## config.mk

```make
export PLATFORM = sky130hd
export DESIGN_NAME = avsdm_delay_meter
export DESIGN_NICKNAME = d
export VERILOG_FILES = /design/src/hw/avsdm_pkg.sv /design/src/hw/avsdm_tick_div.sv /design/src/hw/avsdm_cross_det.sv /design/src/hw/avsdm_delay_meter.sv
export VERILOG_INCLUDE_DIRS = /design/src /design/src/hw
export SDC_FILE = /design/constraint.sdc
export NUM_CORES = 1
export LEC_CHECK = 0
export BUFFER_PORTS_ARGS = -buffer_cell sky130_fd_sc_hd__buf_2
export CAP_MARGIN = 20
export CORE_MARGIN = 1.5
export CORE_UTILIZATION = 40
export CTS_CLUSTER_DIAMETER = 100
export DETAILED_ROUTE_END_ITERATION = 6
export GPL_TIMING_DRIVEN = 1
export PLACE_DENSITY_LB_ADDON = 0.1
export SYNTH_ARGS = -nofsm -noshare
export SYNTH_HDL_FRONTEND = slang
export SYNTH_SLANG_ARGS = --single-unit
```

## constraint.sdc

```tcl
create_clock -name clk -period 7 [get_ports clk]
set_clock_uncertainty 0.05 [all_clocks]
set_input_delay 0.7 -clock clk [delete_from_list [all_inputs] [get_ports clk]]
set_output_delay 0.7 -clock clk [all_outputs]
set_load 0.03 [all_outputs]
```

## src/hw/avsdm_cfg.svh

```systemverilog
// Register map, field layout, reset values and timing of the A/V delay meter
// -----------------------------------------------------------------
// -----------------------------------------------------------------
`ifndef AVSDM_CFG_SVH
`define AVSDM_CFG_SVH

// Register byte offsets
`define AVSDM_CTRL_OFS    8'h00
`define AVSDM_OFFSET_OFS  8'h04
`define AVSDM_STATUS_OFS  8'h08
`define AVSDM_RESULT_OFS  8'h0C
`define AVSDM_MINMAX_OFS  8'h10

// Control register fields and reset values
`define AVSDM_CTRL_EXT    0
`define AVSDM_CTRL_GRP    1
`define AVSDM_CTRL_PAIR   3
`define AVSDM_CTRL_CHB    4
`define AVSDM_CTRL_PLACE  5
`define AVSDM_CTRL_F625   7
`define AVSDM_CTRL_OFFEN  8
`define AVSDM_CTRL_FRAMES 9
`define AVSDM_CTRL_W      10
`define AVSDM_CTRL_RST    10'h000
`define AVSDM_OFFSET_RST  16'h0000

// Status register fields
`define AVSDM_STAT_TRIG   0
`define AVSDM_STAT_RES    2
`define AVSDM_STAT_TMO    3

// Trigger thresholds (audio one is decimal 1000)
`define AVSDM_LUMA_TH     32'h0000_0100
`define AVSDM_AUD_TH      32'h0000_03E8

// Tested lines
`define AVSDM_VI_LINE     11'h00D
`define AVSDM_AV_LINE_525 11'h02D
`define AVSDM_AV_LINE_625 11'h026

// Timing: clock period, one millisecond, timeout span
`define AVSDM_CLK_NS      4
`define AVSDM_MS_NS       1000000
`define AVSDM_TMO_MS      2000
`define AVSDM_MS_CYC      (`AVSDM_MS_NS / `AVSDM_CLK_NS)
`define AVSDM_TMO_CYC     (`AVSDM_TMO_MS * `AVSDM_MS_CYC)

`endif

```

## src/hw/avsdm_pkg.sv

```systemverilog
// Types shared by the A/V delay meter modules
package avsdm_pkg;

    // Line placement of the test signal
    typedef enum logic [1:0] {
        PLACE_GEN = 2'b00,
        PLACE_VI  = 2'b01,
        PLACE_AV  = 2'b10
    } avsdm_place_t;

    // Trigger pairing state
    typedef enum logic [1:0] {
        TRIG_WAIT_BOTH = 2'b00,
        TRIG_HAVE_VID  = 2'b01,
        TRIG_HAVE_AUD  = 2'b10
    } avsdm_trig_t;

endpackage : avsdm_pkg

```

## src/hw/avsdm_tick_div.sv

```systemverilog
// Divider giving a one-cycle enable pulse every DIV clocks
`timescale 1ns/1ns
`default_nettype none

module avsdm_tick_div #(
    parameter int DIV = 250000
) (
    // Clock and reset
    input  wire logic clk,
    input  wire logic rstn,
    // Enable pulse
    output logic      tick
);

    localparam int CW = (DIV > 1) ? $clog2(DIV) : 1;

    logic [CW-1:0] cnt_q;
    wire logic     wrap = (cnt_q == CW'(DIV - 1));

    // Count up one period, pulse in the cycle after the last count
    always_ff @(posedge clk or negedge rstn)
    begin
        if (!rstn)
        begin
            cnt_q <= '0;
            tick  <= 1'b0;
        end
        else
        begin
            cnt_q <= wrap ? '0 : cnt_q + CW'(1);
            tick  <= wrap;
        end
    end

endmodule : avsdm_tick_div

`default_nettype wire

```

## src/hw/avsdm_cross_det.sv

```systemverilog
// Rising threshold crossing detector for one sample stream
`timescale 1ns/1ns
`default_nettype none

module avsdm_cross_det #(
    parameter int W      = 10,
    parameter int TH     = 32'h0000_0100,
    parameter bit SIGNED = 1'b0
) (
    // Clock and reset
    input  wire logic         clk,
    input  wire logic         rstn,
    // Sample stream
    input  wire logic         sampValid,
    input  wire logic [W-1:0] sample,
    input  wire logic         gate,
    input  wire logic         clearPrev,
    // Crossing pulse
    output logic              hit
);

    localparam logic signed [W:0] THR = (W+1)'(TH);

    logic signed [W:0] prev_q;
    logic              prevOk_q;
    wire logic signed [W:0] cur = {SIGNED & sample[W-1], sample};

    // Strictly below, then strictly above; a fall never fires
    assign hit = sampValid && gate && prevOk_q
                 && (prev_q < THR) && (cur > THR);

    // Previous gated sample; cleared so no stale pair spans a gap
    always_ff @(posedge clk or negedge rstn)
    begin
        if (!rstn)
        begin
            prev_q   <= '0;
            prevOk_q <= 1'b0;
        end
        else if (clearPrev)
        begin
            prevOk_q <= 1'b0;
        end
        else if (sampValid && gate)
        begin
            prev_q   <= cur;
            prevOk_q <= 1'b1;
        end
    end

endmodule : avsdm_cross_det

`default_nettype wire

```

## src/hw/avsdm_delay_meter.sv

```systemverilog
// A/V delay meter: trigger detection, interval timing and APB registers
//
// Local design decisions: the address map and the APB slave port.
`timescale 1ns/1ns
`default_nettype none
`include "avsdm_cfg.svh"

module avsdm_delay_meter #(
    parameter int MS_CYC  = `AVSDM_MS_CYC,
    parameter int TMO_CYC = `AVSDM_TMO_CYC
) (
    // Clock and reset
    input  wire logic        clk,
    input  wire logic        rstn,
    // APB slave
    input  wire logic        psel,
    input  wire logic        penable,
    input  wire logic        pwrite,
    input  wire logic [7:0]  paddr,
    input  wire logic [31:0] pwdata,
    output logic      [31:0] prdata,
    output logic             pready,
    output logic             pslverr,
    // Video samples of both serial channels
    input  wire logic        vidValid,
    input  wire logic [9:0]  vidLumaA,
    input  wire logic [9:0]  vidLumaB,
    input  wire logic [10:0] lineNum,
    input  wire logic        hBlank,
    input  wire logic        vBlank,
    input  wire logic        frameStart,
    // Embedded audio
    input  wire logic        embValid,
    input  wire logic [1:0]  embGroup,
    input  wire logic        embPair,
    input  wire logic [23:0] embSample,
    // External digital audio
    input  wire logic        extValid,
    input  wire logic [23:0] extSample,
    // Results
    output logic      [1:0]  trigState,
    output logic             resultStrobe,
    output logic      [31:0] resultValue,
    output logic             timeoutFlag
);

    // -------------------------------------------------------------
    // Register bus
    // -------------------------------------------------------------
    logic [`AVSDM_CTRL_W-1:0] ctrl_q;
    logic [15:0]              off_q;
    logic [31:0]              prdata_q;
    logic                     pready_q;
    logic                     pslverr_q;
    logic                     tmo_q;
    logic                     haveRes_q;
    logic [31:0]              result_q;
    logic                     strobe_q;
    logic [15:0]              min_q;
    logic [15:0]              max_q;
    logic                     mmValid_q;
    avsdm_pkg::avsdm_trig_t   state_q;
    avsdm_pkg::avsdm_trig_t   state_d;

    // Address decode
    wire logic hitCtrl = (paddr == `AVSDM_CTRL_OFS);
    wire logic hitOff  = (paddr == `AVSDM_OFFSET_OFS);
    wire logic hitStat = (paddr == `AVSDM_STATUS_OFS);
    wire logic hitRes  = (paddr == `AVSDM_RESULT_OFS);
    wire logic hitMm   = (paddr == `AVSDM_MINMAX_OFS);
    wire logic hitAny  = hitCtrl | hitOff | hitStat | hitRes | hitMm;
    wire logic setup   = psel && !penable;
    wire logic wrEn    = psel && penable && pready_q && pwrite;
    wire logic wrCtrl  = wrEn && hitCtrl;
    wire logic wrStat  = wrEn && hitStat;

    // Read data; captured in setup so it sits in a flop for access
    wire logic [31:0] rdMux =
        hitCtrl ? {22'h0, ctrl_q} :
        hitOff  ? {16'h0, off_q} :
        hitStat ? {28'h0, tmo_q, haveRes_q, state_q} :
        hitRes  ? result_q :
        hitMm   ? {max_q, min_q} : 32'h0;

    // One wait-free access phase; unmapped offsets answer with an error
    always_ff @(posedge clk or negedge rstn)
    begin
        if (!rstn)
        begin
            pready_q  <= 1'b0;
            pslverr_q <= 1'b0;
            prdata_q  <= 32'h0;
        end
        else
        begin
            pready_q  <= setup;
            pslverr_q <= setup && !hitAny;
            prdata_q  <= (setup && !pwrite) ? rdMux : 32'h0;
        end
    end

    // Control and offset registers
    always_ff @(posedge clk or negedge rstn)
    begin
        if (!rstn)
        begin
            ctrl_q <= `AVSDM_CTRL_RST;
            off_q  <= `AVSDM_OFFSET_RST;
        end
        else
        begin
            if (wrCtrl)
                ctrl_q <= pwdata[`AVSDM_CTRL_W-1:0];
            if (wrEn && hitOff)
                off_q <= pwdata[15:0];
        end
    end

    // Control fields
    wire logic       srcExt  = ctrl_q[`AVSDM_CTRL_EXT];
    wire logic [1:0] grpSel  = ctrl_q[`AVSDM_CTRL_GRP +: 2];
    wire logic       pairSel = ctrl_q[`AVSDM_CTRL_PAIR];
    wire logic       chanB   = ctrl_q[`AVSDM_CTRL_CHB];
    wire logic [1:0] place   = ctrl_q[`AVSDM_CTRL_PLACE +: 2];
    wire logic       fmt625  = ctrl_q[`AVSDM_CTRL_F625];
    wire logic       offEn   = ctrl_q[`AVSDM_CTRL_OFFEN];
    wire logic       unitFrm = ctrl_q[`AVSDM_CTRL_FRAMES];

    // A write that moves group or pair invalidates held extremes
    wire logic selChg = wrCtrl
        && ((pwdata[`AVSDM_CTRL_GRP +: 2] != grpSel)
        || (pwdata[`AVSDM_CTRL_PAIR] != pairSel));
    wire logic srcChg = wrCtrl && (pwdata[`AVSDM_CTRL_EXT] != srcExt);

    // -------------------------------------------------------------
    // Trigger detection
    // -------------------------------------------------------------
    logic vidHit;
    logic audHit;
    logic msTick;

    // Line gate per placement; the reserved code tests nothing
    wire logic [9:0]  luma   = chanB ? vidLumaB : vidLumaA;
    wire logic [10:0] avLine = fmt625 ? `AVSDM_AV_LINE_625
                                      : `AVSDM_AV_LINE_525;
    wire logic lineGate =
        (place == avsdm_pkg::PLACE_GEN) ? 1'b1 :
        (place == avsdm_pkg::PLACE_VI) ? (lineNum == `AVSDM_VI_LINE) :
        (place == avsdm_pkg::PLACE_AV) ? (lineNum == avLine) : 1'b0;
    wire logic blank = hBlank || vBlank;

    // Audio source and channel pair
    wire logic embMatch = embValid && (embGroup == grpSel)
                          && (embPair == pairSel);
    wire logic        audValid  = srcExt ? extValid : embMatch;
    wire logic [23:0] audSample = srcExt ? extSample : embSample;

    // Blanking restarts the luma history so edges into or out of it are dropped
    avsdm_cross_det #(
        .W      (10),
        .TH     (`AVSDM_LUMA_TH),
        .SIGNED (1'b0)
    ) u_vidDet (
        .clk       (clk),
        .rstn      (rstn),
        .sampValid (vidValid),
        .sample    (luma),
        .gate      (lineGate && !blank),
        .clearPrev (blank),
        .hit       (vidHit)
    );

    // A new audio selection must not pair with the old stream's sample
    avsdm_cross_det #(
        .W      (24),
        .TH     (`AVSDM_AUD_TH),
        .SIGNED (1'b1)
    ) u_audDet (
        .clk       (clk),
        .rstn      (rstn),
        .sampValid (audValid),
        .sample    (audSample),
        .gate      (lineGate),
        .clearPrev (selChg || srcChg),
        .hit       (audHit)
    );

    // -------------------------------------------------------------
    // Interval timing
    // -------------------------------------------------------------
    avsdm_tick_div #(
        .DIV (MS_CYC)
    ) u_msDiv (
        .clk  (clk),
        .rstn (rstn),
        .tick (msTick)
    );

    logic [29:0] cyc_q;
    logic [15:0] ms_q;
    logic [15:0] frm_q;
    logic [29:0] stCyc_q;
    logic [15:0] stMs_q;
    logic [15:0] stFrm_q;
    logic        pub;
    logic        stamp;
    logic        tmoEv;

    // Free-running time bases; 30 bits span over four seconds
    always_ff @(posedge clk or negedge rstn)
    begin
        if (!rstn)
        begin
            cyc_q <= 30'h0;
            ms_q  <= 16'h0;
            frm_q <= 16'h0;
        end
        else
        begin
            cyc_q <= cyc_q + 30'h1;
            if (msTick)
                ms_q <= ms_q + 16'h1;
            if (frameStart)
                frm_q <= frm_q + 16'h1;
        end
    end

    // Elapsed time since the first trigger; modular differences
    wire logic [29:0] waitCyc = cyc_q - stCyc_q;
    wire logic        vidFirst = (state_q == avsdm_pkg::TRIG_HAVE_VID);
    wire logic        audFirst = (state_q == avsdm_pkg::TRIG_HAVE_AUD);
    wire logic        tmoHit = (vidFirst || audFirst)
                               && (waitCyc >= 30'(TMO_CYC));
    wire logic [15:0] elapMs  = ms_q - stMs_q;
    wire logic [15:0] elapFrm = frm_q - stFrm_q;

    // Positive delay means audio arrives after video
    wire logic [15:0] dMs  = vidFirst ? elapMs :
                             audFirst ? 16'h0 - elapMs : 16'h0;
    wire logic [15:0] dFrm = vidFirst ? elapFrm :
                             audFirst ? 16'h0 - elapFrm : 16'h0;
    wire logic [15:0] offUse = offEn ? off_q : 16'h0;
    wire logic [16:0] adjMs  = {dMs[15], dMs}
                               - {offUse[15], offUse};

    // Pairing of triggers; a repeat of the held kind is ignored
    always_comb
    begin
        state_d = state_q;
        pub     = 1'b0;
        stamp   = 1'b0;
        tmoEv   = 1'b0;
        case (state_q)
            avsdm_pkg::TRIG_WAIT_BOTH:
            begin
                if (vidHit && audHit)
                    pub = 1'b1;
                else if (vidHit)
                begin
                    state_d = avsdm_pkg::TRIG_HAVE_VID;
                    stamp   = 1'b1;
                end
                else if (audHit)
                begin
                    state_d = avsdm_pkg::TRIG_HAVE_AUD;
                    stamp   = 1'b1;
                end
            end
            avsdm_pkg::TRIG_HAVE_VID:
            begin
                if (audHit)
                begin
                    pub     = 1'b1;
                    state_d = avsdm_pkg::TRIG_WAIT_BOTH;
                end
                else if (tmoHit)
                begin
                    tmoEv   = 1'b1;
                    state_d = avsdm_pkg::TRIG_WAIT_BOTH;
                end
            end
            avsdm_pkg::TRIG_HAVE_AUD:
            begin
                if (vidHit)
                begin
                    pub     = 1'b1;
                    state_d = avsdm_pkg::TRIG_WAIT_BOTH;
                end
                else if (tmoHit)
                begin
                    tmoEv   = 1'b1;
                    state_d = avsdm_pkg::TRIG_WAIT_BOTH;
                end
            end
            default:
                state_d = avsdm_pkg::TRIG_WAIT_BOTH;
        endcase
    end

    // State, stamps and published result
    always_ff @(posedge clk or negedge rstn)
    begin
        if (!rstn)
        begin
            state_q   <= avsdm_pkg::TRIG_WAIT_BOTH;
            stCyc_q   <= 30'h0;
            stMs_q    <= 16'h0;
            stFrm_q   <= 16'h0;
            strobe_q  <= 1'b0;
            result_q  <= 32'h0;
            haveRes_q <= 1'b0;
            tmo_q     <= 1'b0;
        end
        else
        begin
            state_q  <= state_d;
            strobe_q <= pub;
            if (stamp)
            begin
                stCyc_q <= cyc_q;
                stMs_q  <= ms_q;
                stFrm_q <= frm_q;
            end
            if (pub)
            begin
                result_q  <= unitFrm ? {{16{dFrm[15]}}, dFrm}
                                     : {{15{adjMs[16]}}, adjMs};
                haveRes_q <= 1'b1;
            end
            // Timeout is sticky; a new event beats a write-one clear
            tmo_q <= tmoEv || (tmo_q && !(wrStat && pwdata[`AVSDM_STAT_TMO]));
        end
    end

    // -------------------------------------------------------------
    // Held minimum and maximum (ms, low 16 bits)
    // -------------------------------------------------------------
    wire logic        mmClr = selChg || (wrEn && hitMm);
    wire logic [15:0] newMs = adjMs[15:0];
    wire logic        fresh = mmClr || !mmValid_q;
    wire logic        newLo = fresh || ($signed(newMs) < $signed(min_q));
    wire logic        newHi = fresh || ($signed(newMs) > $signed(max_q));

    // A result landing with a clear restarts the extremes from it
    always_ff @(posedge clk or negedge rstn)
    begin
        if (!rstn)
        begin
            mmValid_q <= 1'b0;
            min_q     <= 16'h0;
            max_q     <= 16'h0;
        end
        else if (pub)
        begin
            mmValid_q <= 1'b1;
            if (newLo)
                min_q <= newMs;
            if (newHi)
                max_q <= newMs;
        end
        else if (mmClr)
        begin
            mmValid_q <= 1'b0;
            min_q     <= 16'h0;
            max_q     <= 16'h0;
        end
    end

    // Outputs, all from flops
    assign prdata       = prdata_q;
    assign pready       = pready_q;
    assign pslverr      = pslverr_q;
    assign trigState    = state_q;
    assign resultStrobe = strobe_q;
    assign resultValue  = result_q;
    assign timeoutFlag  = tmo_q;
endmodule : avsdm_delay_meter

`default_nettype wire

```

==> flow_results.xml <==
<?xml version="1.0" encoding="UTF-8"?>
<metrics>
  <group name="synthesis">
    <metric name="async_reset_ff_share" unit="%">100</metric>
    <metric name="synth-seq-cells" unit="">283</metric>
    <metric name="synth_fp_nets" unit="">2105</metric>
    <metric name="synth_enable_flop_cells" unit="">0</metric>
    <metric name="post_synth_inst_count" unit="">1852</metric>
    <metric name="synth-warning-count" unit="">0</metric>
    <metric name="top_cells_by_area_synth" unit="">dfrtp_1 40%, ha_1 8.3%, mux2_2 6.6%</metric>
    <metric name="avgSynthCellArea" unit="sq um">9.50</metric>
    <metric name="synth_largest_area_cell" unit="">dfrtp_1</metric>
    <metric name="synth_top_cell_area_share" unit="%">40.2</metric>
    <metric name="synth.cell_area" unit="sq mm">0.0176</metric>
    <metric name="synth_seq_area_share" unit="%">40.2</metric>
    <metric name="post_synth_cell_types" unit="">90</metric>
    <metric name="dominantRegCellSynth" unit="">dfrtp_1</metric>
  </group>
  <group name="setup_path">
    <metric name="cp_data_arrival_time" unit="ns">6.86</metric>
    <metric name="endpoint_kind" unit="">flip-flop</metric>
    <metric name="cp-startpoint" unit="">ms_q[0]$_DFFE_PN0P_</metric>
    <metric name="worst-path-max-fanout" unit="">16</metric>
    <metric name="timing.reg2reg.worst_path_depth" unit="">28</metric>
    <metric name="critPathSlowestCell" unit="">or4b_4</metric>
    <metric name="worst_path_required_time" unit="ns">7.36</metric>
    <metric name="crit-reg2reg-launch" unit="">ms_q[0]$_DFFE_PN0P_</metric>
    <metric name="worstSetupStartpointType" unit="">flip-flop</metric>
    <metric name="criticalPathCategory" unit="">reg -&gt; reg</metric>
    <metric name="cpPeakStageDelay" unit="ns">0.58</metric>
  </group>
  <group name="cells_and_area">
    <metric name="final_util" unit="%">47.1</metric>
    <metric name="antennaDiodeCount" unit="">0</metric>
    <metric name="areaGrowthSynthToFinish" unit="%">15.8</metric>
    <metric name="fillers" unit="">4145</metric>
    <metric name="final_nets" unit="">2279</metric>
    <metric name="drive_above_1_share" unit="%">19.6</metric>
    <metric name="final_cells" unit="">2634</metric>
  </group>
  <group name="timing">
    <metric name="final.setup.tns" unit="ns">0</metric>
    <metric name="layout_setup_ws" unit="ns">0.506</metric>
    <metric name="setup_violations" unit="">0</metric>
    <metric name="setup_repair_after_global_routing_missed_its_margin" unit="">no</metric>
    <metric name="timing_worst_slew_pin_value" unit="ns">0.948</metric>
    <metric name="hold_viol" unit="">0</metric>
    <metric name="timing.final.max_slew_violations" unit="">0</metric>
    <metric name="slew_headroom" unit="%">36.8</metric>
    <metric name="layout_worst_path_cycle_share" unit="%">92.8</metric>
    <metric name="period_minus_slack" unit="ns">6.49</metric>
    <metric name="max_clock_freq" unit="MHz">154</metric>
  </group>
  <group name="floorplan">
    <metric name="core_outline_area" unit="sq mm">0.0433</metric>
    <metric name="chipHeight" unit="microns">213</metric>
    <metric name="start_util" unit="%">40.7</metric>
    <metric name="rows" unit="">76</metric>
    <metric name="design.die.area" unit="sq mm">0.0453</metric>
    <metric name="die_width" unit="microns">213</metric>
    <metric name="boundaryPins" unit="">203</metric>
  </group>
  <group name="detailed_routing">
    <metric name="wl_per_cell" unit="microns">16.3</metric>
    <metric name="vias" unit="">13900</metric>
    <metric name="totalWireLength" unit="microns">43000</metric>
    <metric name="drtAntennaViolNets" unit="">0</metric>
    <metric name="drc" unit="">0</metric>
    <metric name="detail_route.first_pass.iterations" unit="">6</metric>
    <metric name="drt_iter0_drc" unit="">730</metric>
    <metric name="routed_via_density" unit="">5.28</metric>
  </group>
  <group name="global_route">
    <metric name="grt_start_max_net_pins" unit="">166</metric>
    <metric name="grt_overflow" unit="">0</metric>
    <metric name="antenna_found_initial" unit="">1</metric>
    <metric name="grt_pass1_vias" unit="">13400</metric>
    <metric name="global_route_wire_length_before_repair" unit="microns">69600</metric>
    <metric name="globalRouteTotalUtil" unit="%">19.2</metric>
  </group>
  <group name="clock_network">
    <metric name="cts_setup_buffers" unit="">0</metric>
    <metric name="ctsRootBufferMaster" unit="">clkbuf_16</metric>
    <metric name="cts_hold_repair.buffers" unit="">0</metric>
    <metric name="clk_latency" unit="ns">0.53</metric>
    <metric name="clk_pin_slew" unit="ns">0.05</metric>
    <metric name="buffer_depth_of_the_longest_clock_path" unit="">3</metric>
    <metric name="tritoncts" unit="">yes</metric>
    <metric name="cts-resized-gates" unit="">0</metric>
    <metric name="cts_made_buffers" unit="">35</metric>
    <metric name="cts.htree.levels" unit="">2</metric>
    <metric name="clock_sink_count" unit="">283</metric>
  </group>
  <group name="placement">
    <metric name="post-place-cells" unit="">2572</metric>
    <metric name="place.detailed.hpwl" unit="microns">32400</metric>
    <metric name="detailedPlace.worstSlack" unit="ns">0.327</metric>
    <metric name="io_buffers" unit="">186</metric>
    <metric name="gpl.final_weighted_congestion" unit="">0.820</metric>
  </group>
  <group name="power">
    <metric name="p_leak" unit="uW">0.00957</metric>
    <metric name="pwr_density_cell" unit="mW/mm^2">246</metric>
    <metric name="vdd_ir_drop_max" unit="mV">0.176</metric>
  </group>
  <group name="run_status">
    <metric name="outcome" unit="">finished clean</metric>
  </group>
  <group name="hold_path">
    <metric name="worstHoldPathType" unit="">in -&gt; async</metric>
  </group>
  <group name="flow_run">
    <metric name="maxCapViolations" unit="">0</metric>
  </group>
</metrics>
## routing by layer
metal	vias to the layer above	GRT usage, %	part of all wire [%]
met5	-	0	0
met4	0	5.67	2.1
met3	61	3.02	4.0
met2	231	32.1	48
met1	6670	25.6	46
li1	6955	-	-
## report_power, final
part           internal (uW)  switching [uW]
registers               1720            78.8
logic                    521             822
clock network           1180             701
## path summary, 6_finish.rpt
check	to	slack (ns)
max in group asynchronous	ms_q[6]$_DFFE_PN0P_	5.62
hold / removal	prdata[10]$_DFF_PN0_	0.02
min in group clk	prdata[2]$_DFF_PN0_	0.34
setup / recovery	max_q[11]$_DFFE_PN0P_	0.51
setup reg to reg	max_q[11]$_DFFE_PN0P_	0.51
hold reg to reg	haveRes_q$_DFFE_PN0P_	0.41
## placed cells by master, fill, tap and decap left out, types with 12 or more instances in the layout
master	count
nand2b_1	14
and2_1	15
xor2_1	45
a31oi_1	18
mux2_2	103
a21o_1	17
nand2_1	161
and3_1	24
o21ai_1	12
nor2b_1	18
nand3_1	58
clkbuf_16	37
dfrtp_1	283
nand4_1	37
inv_1	123
nor2_1	137
a21oi_1	103
nor3_1	45
xnor2_1	96
ha_1	117
o21a_1	14
nor4_1	17
o21ai_0	83
buf_2	185
a22o_1	35
buf_4	22
mux2i_1	29
## layout make-up
class / count / area, sq um / area share [%]
Clock buffer: 53 / 1090 / 5.33
Tap cell: 585 / 732 / 3.59
Inverter: 126 / 473 / 2.32
Timing Repair Buffer: 211 / 1160 / 5.72
Clock inverter: 7 / 115 / 0.565
Multi-Input combinational cell: 1369 / 9720 / 47.7
Sequential cell: 283 / 7080 / 34.8
## per-stage QoR
stage / instance area [sq um] / power [uW] / hold WS (ns)
after floorplan: 17600 / 2810 / 0.354
after global placement: 19100 / 3150 / 0.397
after detailed placement: 19100 / 3170 / 0.400
after CTS: 20300 / 5090 / 0.00792
after global routing: 20400 / 5330 / 0.0320
final: 20400 / 5020 / 0.0157
## worst max-delay path, delay by kind of cell, from the launching register on
kind	cells	cell delay (ns)
xor+xnor	2	0.34
simple gates	6	1.19
fa+ha+maj	4	1.30
buf+inv	2	0.16
flops	1	0.43
compound gates	13	2.68
mux	1	0.21
## state kept, by name (all words and copies together), names as in the netlist, 17 cells and up
signal           cells
prdata              32
cyc_q               30
stCyc_q             30
u_audDet.prev_q     21
u_msDiv.cnt_q       18
resultValue         17
## cells by family (layout without fill, tap and decap cells)
| family | Yosys count | count (layout) | synth area share (%) |
|---|---|---|---|
| AOI/OAI and AO/OA | 391 | 391 | 14.6 |
| muxes | 134 | 134 | 8.43 |
| buffers and inverters | 200 | 397 | 4.66 |
| DFF | 283 | 283 | 40.2 |
| xor gates and xnor gates | 143 | 143 | 7.12 |
| adders and majority gates | 120 | 120 | 8.66 |
| and+or+nand+nor | 581 | 581 | 16.3 |
## synth_stat cells (all sizes together) (32+ instances only)
cell and n:
nor2 138, ha 117, inv 124, a21oi 104, buf 32, mux2 104
nand4 37, nand3 58, xor2 45, o21ai 95, dfrtp 283, nor3 47
xnor2 98, clkbuf 42, a22o 35, nand2 162
(Power assumes the default switching activity.)
